[src/verilog/sepp_pkg.sv]
package sepp_pkg;

   // ------------------------------------------------------------
   // timing
   // ------------------------------------------------------------
   localparam int CLK_PERIOD_NS = 50;
   // programming time, a plain default
   localparam int T_WC_NS = 5000000;
   localparam int WC_CYCLES = T_WC_NS / CLK_PERIOD_NS;
   localparam int WC_W = 24;

   // ------------------------------------------------------------
   // pin bundle positions and reset levels
   // ------------------------------------------------------------
   localparam int NPIN = 5;
   localparam int PIN_SEL = 0;
   localparam int PIN_SCLK = 1;
   localparam int PIN_SDI = 2;
   localparam int PIN_PAUSE = 3;
   localparam int PIN_WG = 4;
   // select starts low so that a real high must be seen first
   localparam logic [NPIN-1:0] PIN_RST = 5'h08;

   // ------------------------------------------------------------
   // instructions: upper nibble zero, bit 3 ignored
   // ------------------------------------------------------------
   localparam logic [3:0] OP_HI = 4'h0;
   localparam logic [2:0] READ_CMD = 3'h3;
   localparam logic [2:0] WRITE_CMD = 3'h2;
   localparam logic [2:0] PERMIT_CLEAR_CMD = 3'h4;
   localparam logic [2:0] PERMIT_SET_CMD = 3'h6;
   localparam logic [2:0] STATUS_READ_CMD = 3'h5;
   localparam logic [2:0] STATUS_STORE_CMD = 3'h1;

   // ------------------------------------------------------------
   // status byte and protection
   // ------------------------------------------------------------
   localparam int SR_BP_LO = 2;
   localparam int SR_BP_HI = 3;
   localparam logic [1:0] BP_RST = 2'h0;
   localparam logic [7:0] PROT_QTR = 8'hc0;
   localparam logic [7:0] PROT_HALF = 8'h80;

   // ------------------------------------------------------------
   // array geometry
   // ------------------------------------------------------------
   localparam int ADDR_W = 8;
   localparam int DATA_W = 8;
   localparam int PAGE_W = 4;
   localparam int ARR_DEPTH = 256;
   localparam int PAGE_DEPTH = 16;

   typedef enum logic [3:0] {
      ST_IDLE, ST_CMD, ST_ADDR, ST_WDATA, ST_RDATA,
      ST_RSTAT, ST_SDATA, ST_SDONE, ST_LATCH, ST_IGNORE
   } sepp_phase_t;

   typedef struct packed {
      logic protect_sel_hi;
      logic protect_sel_lo;
      logic write_permit_latch;
      logic write_busy_flag;
   } sepp_status_t;

   typedef struct packed {
      logic [NPIN-1:0] p1;
      logic [NPIN-1:0] p2;
      logic [NPIN-1:0] p3;
      logic [NPIN-1:0] filt;
      sepp_phase_t st;
      logic sel_act;
      logic paused;
      logic [DATA_W-1:0] sh;
      logic [2:0] bcnt;
      logic rd;
      logic set_op;
      logic [ADDR_W-1:0] addr;
      logic [DATA_W-1:0] obyte;
      logic [2:0] ocnt;
      logic [1:0] ld;
      logic [PAGE_W-1:0] pg;
      logic [PAGE_W-1:0] wptr;
      logic [PAGE_DEPTH-1:0] mask;
      logic [DATA_W-1:0] sbyte;
      logic commit;
      logic [PAGE_W-1:0] cidx;
      logic cv;
      logic [PAGE_W-1:0] cidx_d;
      logic [WC_W-1:0] wcnt;
      logic busy;
      logic latch;
      logic [1:0] bp;
      logic sdo;
      logic sdo_oe;
      logic standby;
   } sepp_core_t;

endpackage

[src/verilog/sepp_ctrl.sv]
`timescale 1ns/100ps
// Operation
// - protect bits choose none, C0h, 80h, all
// - status store changes only protect bits
// - status write cycle starts on select rise
// - power-up clears write permit latch
// - completed write clears write permit latch
// - exact clock count required, else dropped
// - array access ignored during write cycle
// - power-up standby; select must fall first
// - latch with guard high permits unprotected writes
// - guard low blocks array and status writes
// - guard low clears latch, cycle continues
// - select high gives standby after cycle
// - data-out released while deselected
// - data-in sampled on serial clock rise
// - data-out changes after serial clock fall
// - pause suspends sequence keeping its place
// - pause with clock high waits clock fall
// - serial clock and data-in ignored while paused
// - pause low releases data-out at once
// - protect bits are status bits 3, 2
// - busy flag reads one during cycle
// - bytes travel most significant bit first
module sepp_ctrl #(
   parameter int WC_CYCLES = sepp_pkg::WC_CYCLES
) (
   // clock and reset
   input logic ref_clk,
   input logic rst_b,
   input logic ce,
   // serial pins
   input logic sel_b,
   input logic sclk,
   input logic sdi,
   input logic pause_b,
   input logic wguard_b,
   output logic sdo,
   output logic sdo_oe,
   // status
   output sepp_pkg::sepp_status_t status,
   output logic standby
);

   // ------------------------------------------------------------
   // declarations
   // ------------------------------------------------------------
   localparam int CW = sepp_pkg::WC_W;
   localparam logic [CW-1:0] WC_LOAD = CW'(WC_CYCLES);
   localparam logic [CW-1:0] WC_LAST = CW'(WC_CYCLES - 1);

   sepp_pkg::sepp_core_t s_r;
   sepp_pkg::sepp_core_t s_nxt;
   logic [sepp_pkg::NPIN-1:0] pin_in;
   logic [sepp_pkg::NPIN-1:0] filt_n;
   logic sel_fall;
   logic sel_rise;
   logic sck_rise;
   logic sck_fall;
   logic live;
   logic wr_ok;
   logic pb_we;
   logic [7:0] bits_in;
   logic [7:0] sr_byte;
   logic [7:0] pb_rdata;
   logic [7:0] arr_rdata;

   function automatic logic prot_hit(input logic [1:0] bp,
                                     input logic [7:0] a);
      unique case (bp)
         2'h0: prot_hit = 1'b0;
         2'h1: prot_hit = (a >= sepp_pkg::PROT_QTR);
         2'h2: prot_hit = (a >= sepp_pkg::PROT_HALF);
         2'h3: prot_hit = 1'b1;
      endcase
   endfunction

   assign pin_in = {wguard_b, pause_b, sdi, sclk, sel_b};

   // ------------------------------------------------------------
   // pin filter: a level counts once stages two and three agree
   // ------------------------------------------------------------
   for (genvar i = 0; i < sepp_pkg::NPIN; i++) begin : g_pin
      assign filt_n[i] = (s_r.p2[i] == s_r.p3[i]) ? s_r.p2[i] :
                         s_r.filt[i];
   end

   // ------------------------------------------------------------
   // page buffer and array
   // ------------------------------------------------------------
   sepp_mem #(
      .W(sepp_pkg::DATA_W),
      .D(sepp_pkg::PAGE_DEPTH),
      .AW(sepp_pkg::PAGE_W)
   ) u_page (
      .ref_clk(ref_clk),
      .rst_b(rst_b),
      .ce(ce),
      .we(pb_we),
      .waddr(s_r.wptr),
      .wdata(bits_in),
      .raddr(s_r.cidx),
      .rdata(pb_rdata)
   );

   // programming walks the page one byte a cycle
   sepp_mem #(
      .W(sepp_pkg::DATA_W),
      .D(sepp_pkg::ARR_DEPTH),
      .AW(sepp_pkg::ADDR_W)
   ) u_array (
      .ref_clk(ref_clk),
      .rst_b(rst_b),
      .ce(ce),
      .we(s_r.cv),
      .waddr({s_r.pg, s_r.cidx_d}),
      .wdata(pb_rdata),
      .raddr(s_r.addr),
      .rdata(arr_rdata)
   );

   // ------------------------------------------------------------
   // next state
   // ------------------------------------------------------------
   always_comb begin
      s_nxt = s_r;
      pb_we = 1'b0;
      s_nxt.p1 = pin_in;
      s_nxt.p2 = s_r.p1;
      s_nxt.p3 = s_r.p2;
      s_nxt.filt = filt_n;
      sel_fall = s_r.filt[sepp_pkg::PIN_SEL] &
                 ~filt_n[sepp_pkg::PIN_SEL];
      sel_rise = ~s_r.filt[sepp_pkg::PIN_SEL] &
                 filt_n[sepp_pkg::PIN_SEL];
      sck_rise = ~s_r.filt[sepp_pkg::PIN_SCLK] &
                 filt_n[sepp_pkg::PIN_SCLK];
      sck_fall = s_r.filt[sepp_pkg::PIN_SCLK] &
                 ~filt_n[sepp_pkg::PIN_SCLK];
      // clock edges seen while paused or pausing are dropped
      live = s_r.sel_act & ~s_r.paused &
             s_r.filt[sepp_pkg::PIN_PAUSE];
      bits_in = {s_r.sh[6:0], filt_n[sepp_pkg::PIN_SDI]};
      sr_byte = {4'h0, s_r.bp, s_r.latch, s_r.busy};
      wr_ok = (s_r.bcnt == 3'h0) & s_r.latch &
              s_r.filt[sepp_pkg::PIN_WG] & ~s_r.busy;
      s_nxt.ld = {s_r.ld[0], 1'b0};

      // write cycle timer keeps running whatever select does
      if (s_r.wcnt != '0) begin
         s_nxt.wcnt = s_r.wcnt - 1'b1;
      end

      // page commit: buffer read, array write one cycle later
      s_nxt.cv = s_r.commit & s_r.mask[s_r.cidx];
      s_nxt.cidx_d = s_r.cidx;
      if (s_r.commit) begin
         s_nxt.cidx = s_r.cidx + 4'h1;
         if (s_r.cidx == 4'hf) begin
            s_nxt.commit = 1'b0;
         end
      end

      // pause enters only with the clock low; it leaves with the clock low or on deselect
      if (!s_r.sel_act) begin
         s_nxt.paused = 1'b0;
      end else if (!s_r.paused && !s_r.filt[sepp_pkg::PIN_PAUSE] &&
                   !s_r.filt[sepp_pkg::PIN_SCLK]) begin
         s_nxt.paused = 1'b1;
      end else if (s_r.paused && s_r.filt[sepp_pkg::PIN_PAUSE] &&
                   !s_r.filt[sepp_pkg::PIN_SCLK]) begin
         s_nxt.paused = 1'b0;
      end

      if (s_r.ld[1]) begin
         s_nxt.obyte = arr_rdata;
      end

      if (sel_fall && !s_r.sel_act) begin
         s_nxt.sel_act = 1'b1;
         s_nxt.st = sepp_pkg::ST_CMD;
         s_nxt.bcnt = 3'h0;
         s_nxt.ocnt = 3'h0;
      end else if (sel_rise && s_r.sel_act) begin
         s_nxt.sel_act = 1'b0;
         s_nxt.paused = 1'b0;
         s_nxt.st = sepp_pkg::ST_IDLE;
         if (s_r.st == sepp_pkg::ST_LATCH && s_r.bcnt == 3'h0) begin
            s_nxt.latch = s_r.set_op;
         end
         if (s_r.st == sepp_pkg::ST_SDONE && wr_ok) begin
            // only the protect bits take the written byte
            s_nxt.bp = s_r.sbyte[sepp_pkg::SR_BP_HI:
                                 sepp_pkg::SR_BP_LO];
            s_nxt.wcnt = WC_LOAD;
            s_nxt.latch = 1'b0;
         end
         if (s_r.st == sepp_pkg::ST_WDATA && wr_ok && |s_r.mask &&
             !prot_hit(s_r.bp, {s_r.pg, 4'h0})) begin
            s_nxt.wcnt = WC_LOAD;
            s_nxt.latch = 1'b0;
            s_nxt.commit = 1'b1;
            s_nxt.cidx = 4'h0;
         end
      end else if (live && sck_rise) begin
         s_nxt.sh = bits_in;
         s_nxt.bcnt = s_r.bcnt + 3'h1;
         if (s_r.bcnt == 3'h7) begin
            unique case (s_r.st)
               sepp_pkg::ST_CMD: begin
                  s_nxt.st = sepp_pkg::ST_IGNORE;
                  if (bits_in[7:4] == sepp_pkg::OP_HI) begin
                     unique case (bits_in[2:0])
                        sepp_pkg::READ_CMD: begin
                           s_nxt.rd = 1'b1;
                           if (!s_r.busy) begin
                              s_nxt.st = sepp_pkg::ST_ADDR;
                           end
                        end
                        sepp_pkg::WRITE_CMD: begin
                           s_nxt.rd = 1'b0;
                           if (!s_r.busy) begin
                              s_nxt.st = sepp_pkg::ST_ADDR;
                           end
                        end
                        sepp_pkg::STATUS_STORE_CMD: begin
                           if (!s_r.busy) begin
                              s_nxt.st = sepp_pkg::ST_SDATA;
                           end
                        end
                        sepp_pkg::STATUS_READ_CMD: begin
                           s_nxt.st = sepp_pkg::ST_RSTAT;
                           s_nxt.obyte = sr_byte;
                           s_nxt.ocnt = 3'h0;
                        end
                        sepp_pkg::PERMIT_SET_CMD: begin
                           s_nxt.st = sepp_pkg::ST_LATCH;
                           s_nxt.set_op = 1'b1;
                        end
                        sepp_pkg::PERMIT_CLEAR_CMD: begin
                           s_nxt.st = sepp_pkg::ST_LATCH;
                           s_nxt.set_op = 1'b0;
                        end
                        default: begin
                           s_nxt.st = sepp_pkg::ST_IGNORE;
                        end
                     endcase
                  end
               end
               sepp_pkg::ST_ADDR: begin
                  s_nxt.addr = bits_in;
                  s_nxt.pg = bits_in[7:4];
                  s_nxt.wptr = bits_in[3:0];
                  s_nxt.mask = '0;
                  s_nxt.ocnt = 3'h0;
                  if (s_r.rd) begin
                     s_nxt.st = sepp_pkg::ST_RDATA;
                     s_nxt.ld = 2'h1;
                  end else begin
                     s_nxt.st = sepp_pkg::ST_WDATA;
                  end
               end
               sepp_pkg::ST_WDATA: begin
                  // the pointer wraps inside the page
                  pb_we = 1'b1;
                  s_nxt.mask[s_r.wptr] = 1'b1;
                  s_nxt.wptr = s_r.wptr + 4'h1;
               end
               sepp_pkg::ST_SDATA: begin
                  s_nxt.sbyte = bits_in;
                  s_nxt.st = sepp_pkg::ST_SDONE;
               end
               sepp_pkg::ST_SDONE, sepp_pkg::ST_LATCH: begin
                  // extra bytes spoil the sequence
                  s_nxt.st = sepp_pkg::ST_IGNORE;
               end
               default: begin
               end
            endcase
         end
      end else if (live && sck_fall &&
                   (s_r.st == sepp_pkg::ST_RDATA ||
                    s_r.st == sepp_pkg::ST_RSTAT)) begin
         s_nxt.sdo = s_r.obyte[~s_r.ocnt];
         s_nxt.ocnt = s_r.ocnt + 3'h1;
         if (s_r.ocnt == 3'h7) begin
            if (s_r.st == sepp_pkg::ST_RSTAT) begin
               s_nxt.obyte = sr_byte;
            end else begin
               // address rolls over from the top to zero
               s_nxt.addr = s_r.addr + 8'h01;
               s_nxt.ld = 2'h1;
            end
         end
      end

      if (!s_r.filt[sepp_pkg::PIN_WG]) begin
         s_nxt.latch = 1'b0;
      end
      s_nxt.busy = (s_nxt.wcnt != '0);
      s_nxt.standby = ~s_nxt.sel_act & ~s_nxt.busy;
      s_nxt.sdo_oe = s_nxt.sel_act & ~s_nxt.paused &
                     s_r.filt[sepp_pkg::PIN_PAUSE] &
                     filt_n[sepp_pkg::PIN_PAUSE] &
                     (s_nxt.st == sepp_pkg::ST_RDATA ||
                      s_nxt.st == sepp_pkg::ST_RSTAT);
   end

   // ------------------------------------------------------------
   // state register
   // ------------------------------------------------------------
   always_ff @(posedge ref_clk or negedge rst_b) begin
      if (!rst_b) begin
         s_r <= '0;
         s_r.p1 <= sepp_pkg::PIN_RST;
         s_r.p2 <= sepp_pkg::PIN_RST;
         s_r.p3 <= sepp_pkg::PIN_RST;
         s_r.filt <= sepp_pkg::PIN_RST;
         s_r.st <= sepp_pkg::ST_IDLE;
         s_r.bp <= sepp_pkg::BP_RST;
         s_r.latch <= 1'b0;
         s_r.standby <= 1'b1;
      end else if (ce) begin
         s_r <= s_nxt;
      end
   end

   assign sdo = s_r.sdo;
   assign sdo_oe = s_r.sdo_oe;
   assign standby = s_r.standby;
   assign status.protect_sel_hi = s_r.bp[1];
   assign status.protect_sel_lo = s_r.bp[0];
   assign status.write_permit_latch = s_r.latch;
   assign status.write_busy_flag = s_r.busy;

   // ------------------------------------------------------------
   // checks
   // ------------------------------------------------------------
   logic [CW-1:0] busy_len;

   always_ff @(posedge ref_clk or negedge rst_b) begin
      if (!rst_b) begin
         busy_len <= '0;
      end else if (ce) begin
         busy_len <= s_r.busy ? busy_len + 1'b1 : '0;
      end
   end
endmodule

[src/verilog/sepp_mem.sv]
`timescale 1ns/100ps
module sepp_mem #(
   parameter int W = 8,
   parameter int D = 256,
   parameter int AW = 8
) (
   // clock and reset
   input logic ref_clk,
   input logic rst_b,
   input logic ce,
   // write port
   input logic we,
   input logic [AW-1:0] waddr,
   input logic [W-1:0] wdata,
   // read port
   input logic [AW-1:0] raddr,
   output logic [W-1:0] rdata
);

   typedef struct packed {
      logic [D-1:0][W-1:0] cells;
      logic [W-1:0] rdata_r;
   } sepp_mem_t;

   sepp_mem_t m_r;
   sepp_mem_t m_nxt;

   always_comb begin
      m_nxt = m_r;
      if (we) begin
         m_nxt.cells[waddr] = wdata;
      end
      m_nxt.rdata_r = m_r.cells[raddr];
   end

   always_ff @(posedge ref_clk or negedge rst_b) begin
      if (!rst_b) begin
         // erased cells read as all ones
         m_r <= '1;
      end else if (ce) begin
         m_r <= m_nxt;
      end
   end

   assign rdata = m_r.rdata_r;

endmodule

[config.mk]
export PLATFORM = sky130hd
export DESIGN_NAME = sepp_ctrl
export DESIGN_NICKNAME = d
export VERILOG_FILES = /design/src/verilog/sepp_pkg.sv /design/src/verilog/sepp_ctrl.sv /design/src/verilog/sepp_mem.sv
export SDC_FILE = /design/constraint.sdc
export NUM_CORES = 2
export LEC_CHECK = 0
export BUFFER_PORTS_ARGS = -buffer_cell sky130_fd_sc_hd__buf_2
export CAP_MARGIN = 5
export CORE_AREA = 4 4 415 417
export CTS_BUF_LIST = sky130_fd_sc_hd__clkbuf_4
export DETAILED_ROUTE_END_ITERATION = 12
export DIE_AREA = 0 0 419 421
export PLACE_DENSITY = 0.87
export SKIP_LAST_GASP = 1
export SYNTH_ARGS = -nofsm -noshare
export SYNTH_HDL_FRONTEND = slang
export SYNTH_SLANG_ARGS = --single-unit
[constraint.sdc]
create_clock -name ref_clk -period 3.75 [get_ports ref_clk]
set_input_delay 0.75 -clock ref_clk [delete_from_list [all_inputs] [get_ports ref_clk]]
set_output_delay 0.75 -clock ref_clk [all_outputs]
set_load 0.01 [all_outputs]
==> tab_implementation.tex <==
\begin{tabular}{lr}
\hline
Metric & Value \\
\hline
\multicolumn{2}{l}{\textbf{Route}} \\
First DRT Iteration DRCs & 7131 \\
Routed via count divided by cell count & 6.77 \\
Wirelength per Cell & 29.1 um \\
Wirelength, routed & 298 mm \\
Number of iterations in the first detailed-routing pass & 9 \\
Count of unresolved DRC violations after routing & 0 \\
Number of vias after detailed routing & 69200 \\
Post-route ant nets & 0 \\
\multicolumn{2}{l}{\textbf{Power}} \\
Peak supply drop & 0.363 mV \\
Internal power contribution & 37.3 mW \\
Combinational share of power & 3.1\% \\
Sw Ratio & 24.0\% \\
Clock power frac & 44.6\% \\
Power per standard cell area & 403 nW/um\^{}2 \\
Switching power & 11.8 mW \\
Register share of total power & between 50 and 60\% \\
Final Power & 49.1 mW \\
Static power due to leakage & 48.7 nW \\
\multicolumn{2}{l}{\textbf{Run status}} \\
Violations in the final reports & negative setup slack \\
Run status & complete, but fails checks \\
\multicolumn{2}{l}{\textbf{Timing}} \\
Setup repair after global routing missed its margin & true \\
Number of endpoints with negative hold slack in the final report & 0 \\
Fin crit period & just under 4 ns \\
Max\_slew headroom & 10.2\% \\
Ratio of final minimum period to clock period & 104\% \\
Final setup fails & 2 \\
Total negative setup slack & -0.162 ns \\
Maximum clock rate & 257 MHz \\
Minimum setup slack in the final design & -0.137 ns \\
Largest clock skew in the final design & 0.163 ns \\
Slew at the pin with the worst max-slew slack & 1.34 ns \\
Final hold slack & approximately 0.16 ns \\
Count of pins over their slew limit & 0 \\
\multicolumn{2}{l}{\textbf{Floorplan}} \\
Starting utilization of the core area & 64.7\% \\
Row count & 151 \\
Area enclosed by the die boundary & 176000 um\^{}2 \\
Die Span Y & 421 um \\
Number of ports placed on the die boundary & 15 \\
Area of the core & 169000 um\^{}2 \\
Die W & 419 um \\
\multicolumn{2}{l}{\textbf{Synth}} \\
Flip-flop and latch count after synthesis & 2318 \\
Number of distinct library cells after synthesis & 91 \\
Leading register cell type out of synthesis & dfstp\_2 \\
Post-synth net total & 7040 \\
Count of synthesis-stage warnings from yosys & 0 \\
Number of enable-type register cells in the synthesized netlist & 0 \\
Sequential share of the synthesized area & 55.7\% \\
Count of mapped cells out of synthesis & about 7000 \\
Combined area of all synthesized cells & 109000 um\^{}2 \\
Mean cell area of the mapped netlist & 15.6 um\^{}2 \\
Asr flop ratio synth & 100\% \\
\multicolumn{2}{l}{\textbf{Finish}} \\
Non-Filler Cell Area, Final & 122000 um\^{}2 \\
Synth-to-layout area growth & 11.5\% \\
Final core utilization & 72.1\% \\
Count of fill cells added during filler insertion & 9906 \\
Final net count & 7627 \\
Layout cells sized above 1 & around 80\% \\
Final cell count without fillers & 10200 \\
\multicolumn{2}{l}{\textbf{Placed design}} \\
Cell area reported after detailed placement & 114000 um\^{}2 \\
Port Buffer Count & 14 \\
Dpl cells & 9205 \\
Dpl ws & -0.0720 ns \\
GP Congestion & around 0.95 \\
DP Wirelength & 190 mm \\
\multicolumn{2}{l}{\textbf{Global route}} \\
Number of antenna violations at the first check in global routing & 20 \\
First-pass GRT wire length & 456 mm \\
Overflow left after global routing & 0 \\
All-layer global routing usage & 33.9\% \\
Via count of the first global-routing pass & $\sim$74000 \\
Largest net degree at the start of global routing & 130 \\
\multicolumn{2}{l}{\textbf{Clock tree}} \\
Clock tree from TritonCTS & yes \\
Number of buffers on the longest clock path & 4 \\
Clock latency at the later pin of the worst-skew pair & 1.40 ns \\
Number of clock sinks seen by CTS & roughly 2300 \\
H-tree level count & 6 \\
Clk slew on worst S/H paths & around 0.07 ns \\
Cts bufs inserted & 609 \\
Library cell used as clock root buffer & clkbuf\_4 \\
\multicolumn{2}{l}{\textbf{Worst hold path}} \\
Type of the most critical hold path & input port to flip-flop \\
\multicolumn{2}{l}{\textbf{Setup path}} \\
Class of the most critical setup path & flip-flop to flip-flop \\
Crit-path max FO & 14 \\
Crit. End Element & flip-flop \\
Startpoint type of the worst setup path & flip-flop \\
Req. time, crit path & 5.08 ns \\
Worst endpoint data arrival time & 5.22 ns \\
\multicolumn{2}{l}{\textbf{Job}} \\
Number of maximum-capacitance constraint violations & 0 \\
\hline
\end{tabular}
cell type report:
cell class	count	area, um^2	share of cell area, %
diodes	16	40.0	0.0329
clock buffers	881	6610	5.43
clock inverters	111	753	0.619
inverters	25	98.8	0.0812
multi-input cells	4161	46000	37.8
flip-flops and latches	2318	60800	50.0
well taps	2218	2780	2.28
repair buffers	491	4600	3.78
sequential cells by signal, summed over array words and instances (netlist names):
register       cells
status             4
u_page.rdata       8
bits_in            7
s_nxt             14
u_page.m_r       128
s_r               98
standby            1
sdo_oe             1
u_array.m_r     2048
sdo                1
u_array.rdata      8
synth_stat cells, types with 19 or more instances:
master | number | share of area, %
a211oi_1 | 23 | 0.16
a21oi_1 | 78 | 0.36
a22oi_1 | 52 | 0.36
and2_1 | 19 | 0.11
buf_1 | 27 | 0.093
buf_2 | 77 | 0.35
buf_4 | 29 | 0.20
buf_6 | 19 | 0.20
clkbuf_1 | 352 | 1.2
dfrtp_1 | 121 | 2.8
dfstp_2 | 2197 | 53
inv_1 | 23 | 0.079
mux2_2 | 2221 | 23
mux2i_1 | 136 | 1.2
mux4_2 | 558 | 12
nand2_1 | 258 | 0.89
nand2b_1 | 22 | 0.13
nand3_1 | 43 | 0.20
nor2_1 | 252 | 0.87
nor2b_1 | 23 | 0.13
nor3_1 | 45 | 0.21
nor4_1 | 25 | 0.14
o21ai_0 | 115 | 0.53
o22ai_1 | 26 | 0.15
power groups by stage:
stage | combinational (mW) | clock [mW] | sequential, mW
after floorplan | 0.781 | 0 | 25.9
after global placement | 1.45 | 0 | 26.0
after detailed placement | 1.50 | 0 | 26.0
after CTS | 1.52 | 22.2 | 25.6
after global routing | 1.69 | 23.6 | 25.7
final | 1.51 | 21.9 | 25.7
routing by layer:
layer	vias up	part of all wire [%]	track usage, %
met5	-	0.025	0.328
met4	12	5.8	18.4
met3	1023	9.9	10.5
met2	3833	47	51.4
met1	36600	38	44.2
li1	27700	-	-
repair_timing:
action,CTS,global route
gates resized for setup,2,4
hold buffers,8,0
setup endpoints to repair,2,2
pin swaps,0,0
endpoints found under the hold margin,183,0
setup buffers,0,0
path summary, 6_finish.rpt:
check                                          from                           end  slack (ns)  cells past startpoint
min in group asynchronous                     rst_b    u_page.m_r[81]$_DFFE_PN1P_        0.38                      2
worst min register to register  s_r[80]$_DFFE_PN0P_           s_r[80]$_DFFE_PN0P_        0.49                      2
max in group asynchronous                     rst_b           s_r[35]$_DFFE_PN0P_        2.36                      3
worst min-delay path                           sclk        s_nxt[124]$_DFFE_PN0P_        0.16                      3
worst max-delay path            s_r[86]$_DFFE_PN0P_  u_array.rdata[5]$_DFFE_PN1P_       -0.14                     10
worst max register to register  s_r[86]$_DFFE_PN0P_  u_array.rdata[5]$_DFFE_PN1P_       -0.14                     10
worst max-delay path, cell delays in order, from the launching register on:
cell and delay (ns):
dfrtp_4 0.64, buf_12 0.22, buf_4 0.30, nor2b_2 0.36, buf_4 0.27, a22oi_1 0.12, a31oi_1 0.46, o21ai_0 0.35
nor3_1 0.61, o21ai_0 0.20, a41o_1 0.28
cell families after synthesis:
group                      count (synthesis)  synth area share [%]
AOI/OAI and AO/OA                        447                  2.73
xor gates and xnor gates                   4                0.0321
adders and majority gates                 14                 0.158
buffers and inverters                    540                  2.27
DFF                                     2318                  55.7
muxes                                   2926                  35.9
and+or+nand+nor                          770                  3.23
layout by cell type (no fill, tap or decap), types with 113 or more instances in the layout:
| cell | synthesis | layout |
|---|---|---|
| o21ai_0 | 115 | 115 |
| clkbuf_4 | 2 | 881 |
| buf_4 | 29 | 397 |
| nor2_1 | 252 | 251 |
| mux2i_1 | 136 | 136 |
| mux4_2 | 558 | 558 |
| dfrtp_1 | 121 | 113 |
| dfstp_2 | 2197 | 2189 |
| nand2_1 | 258 | 255 |
| mux2_2 | 2221 | 2221 |
Power figures use the tool's default switching activity.
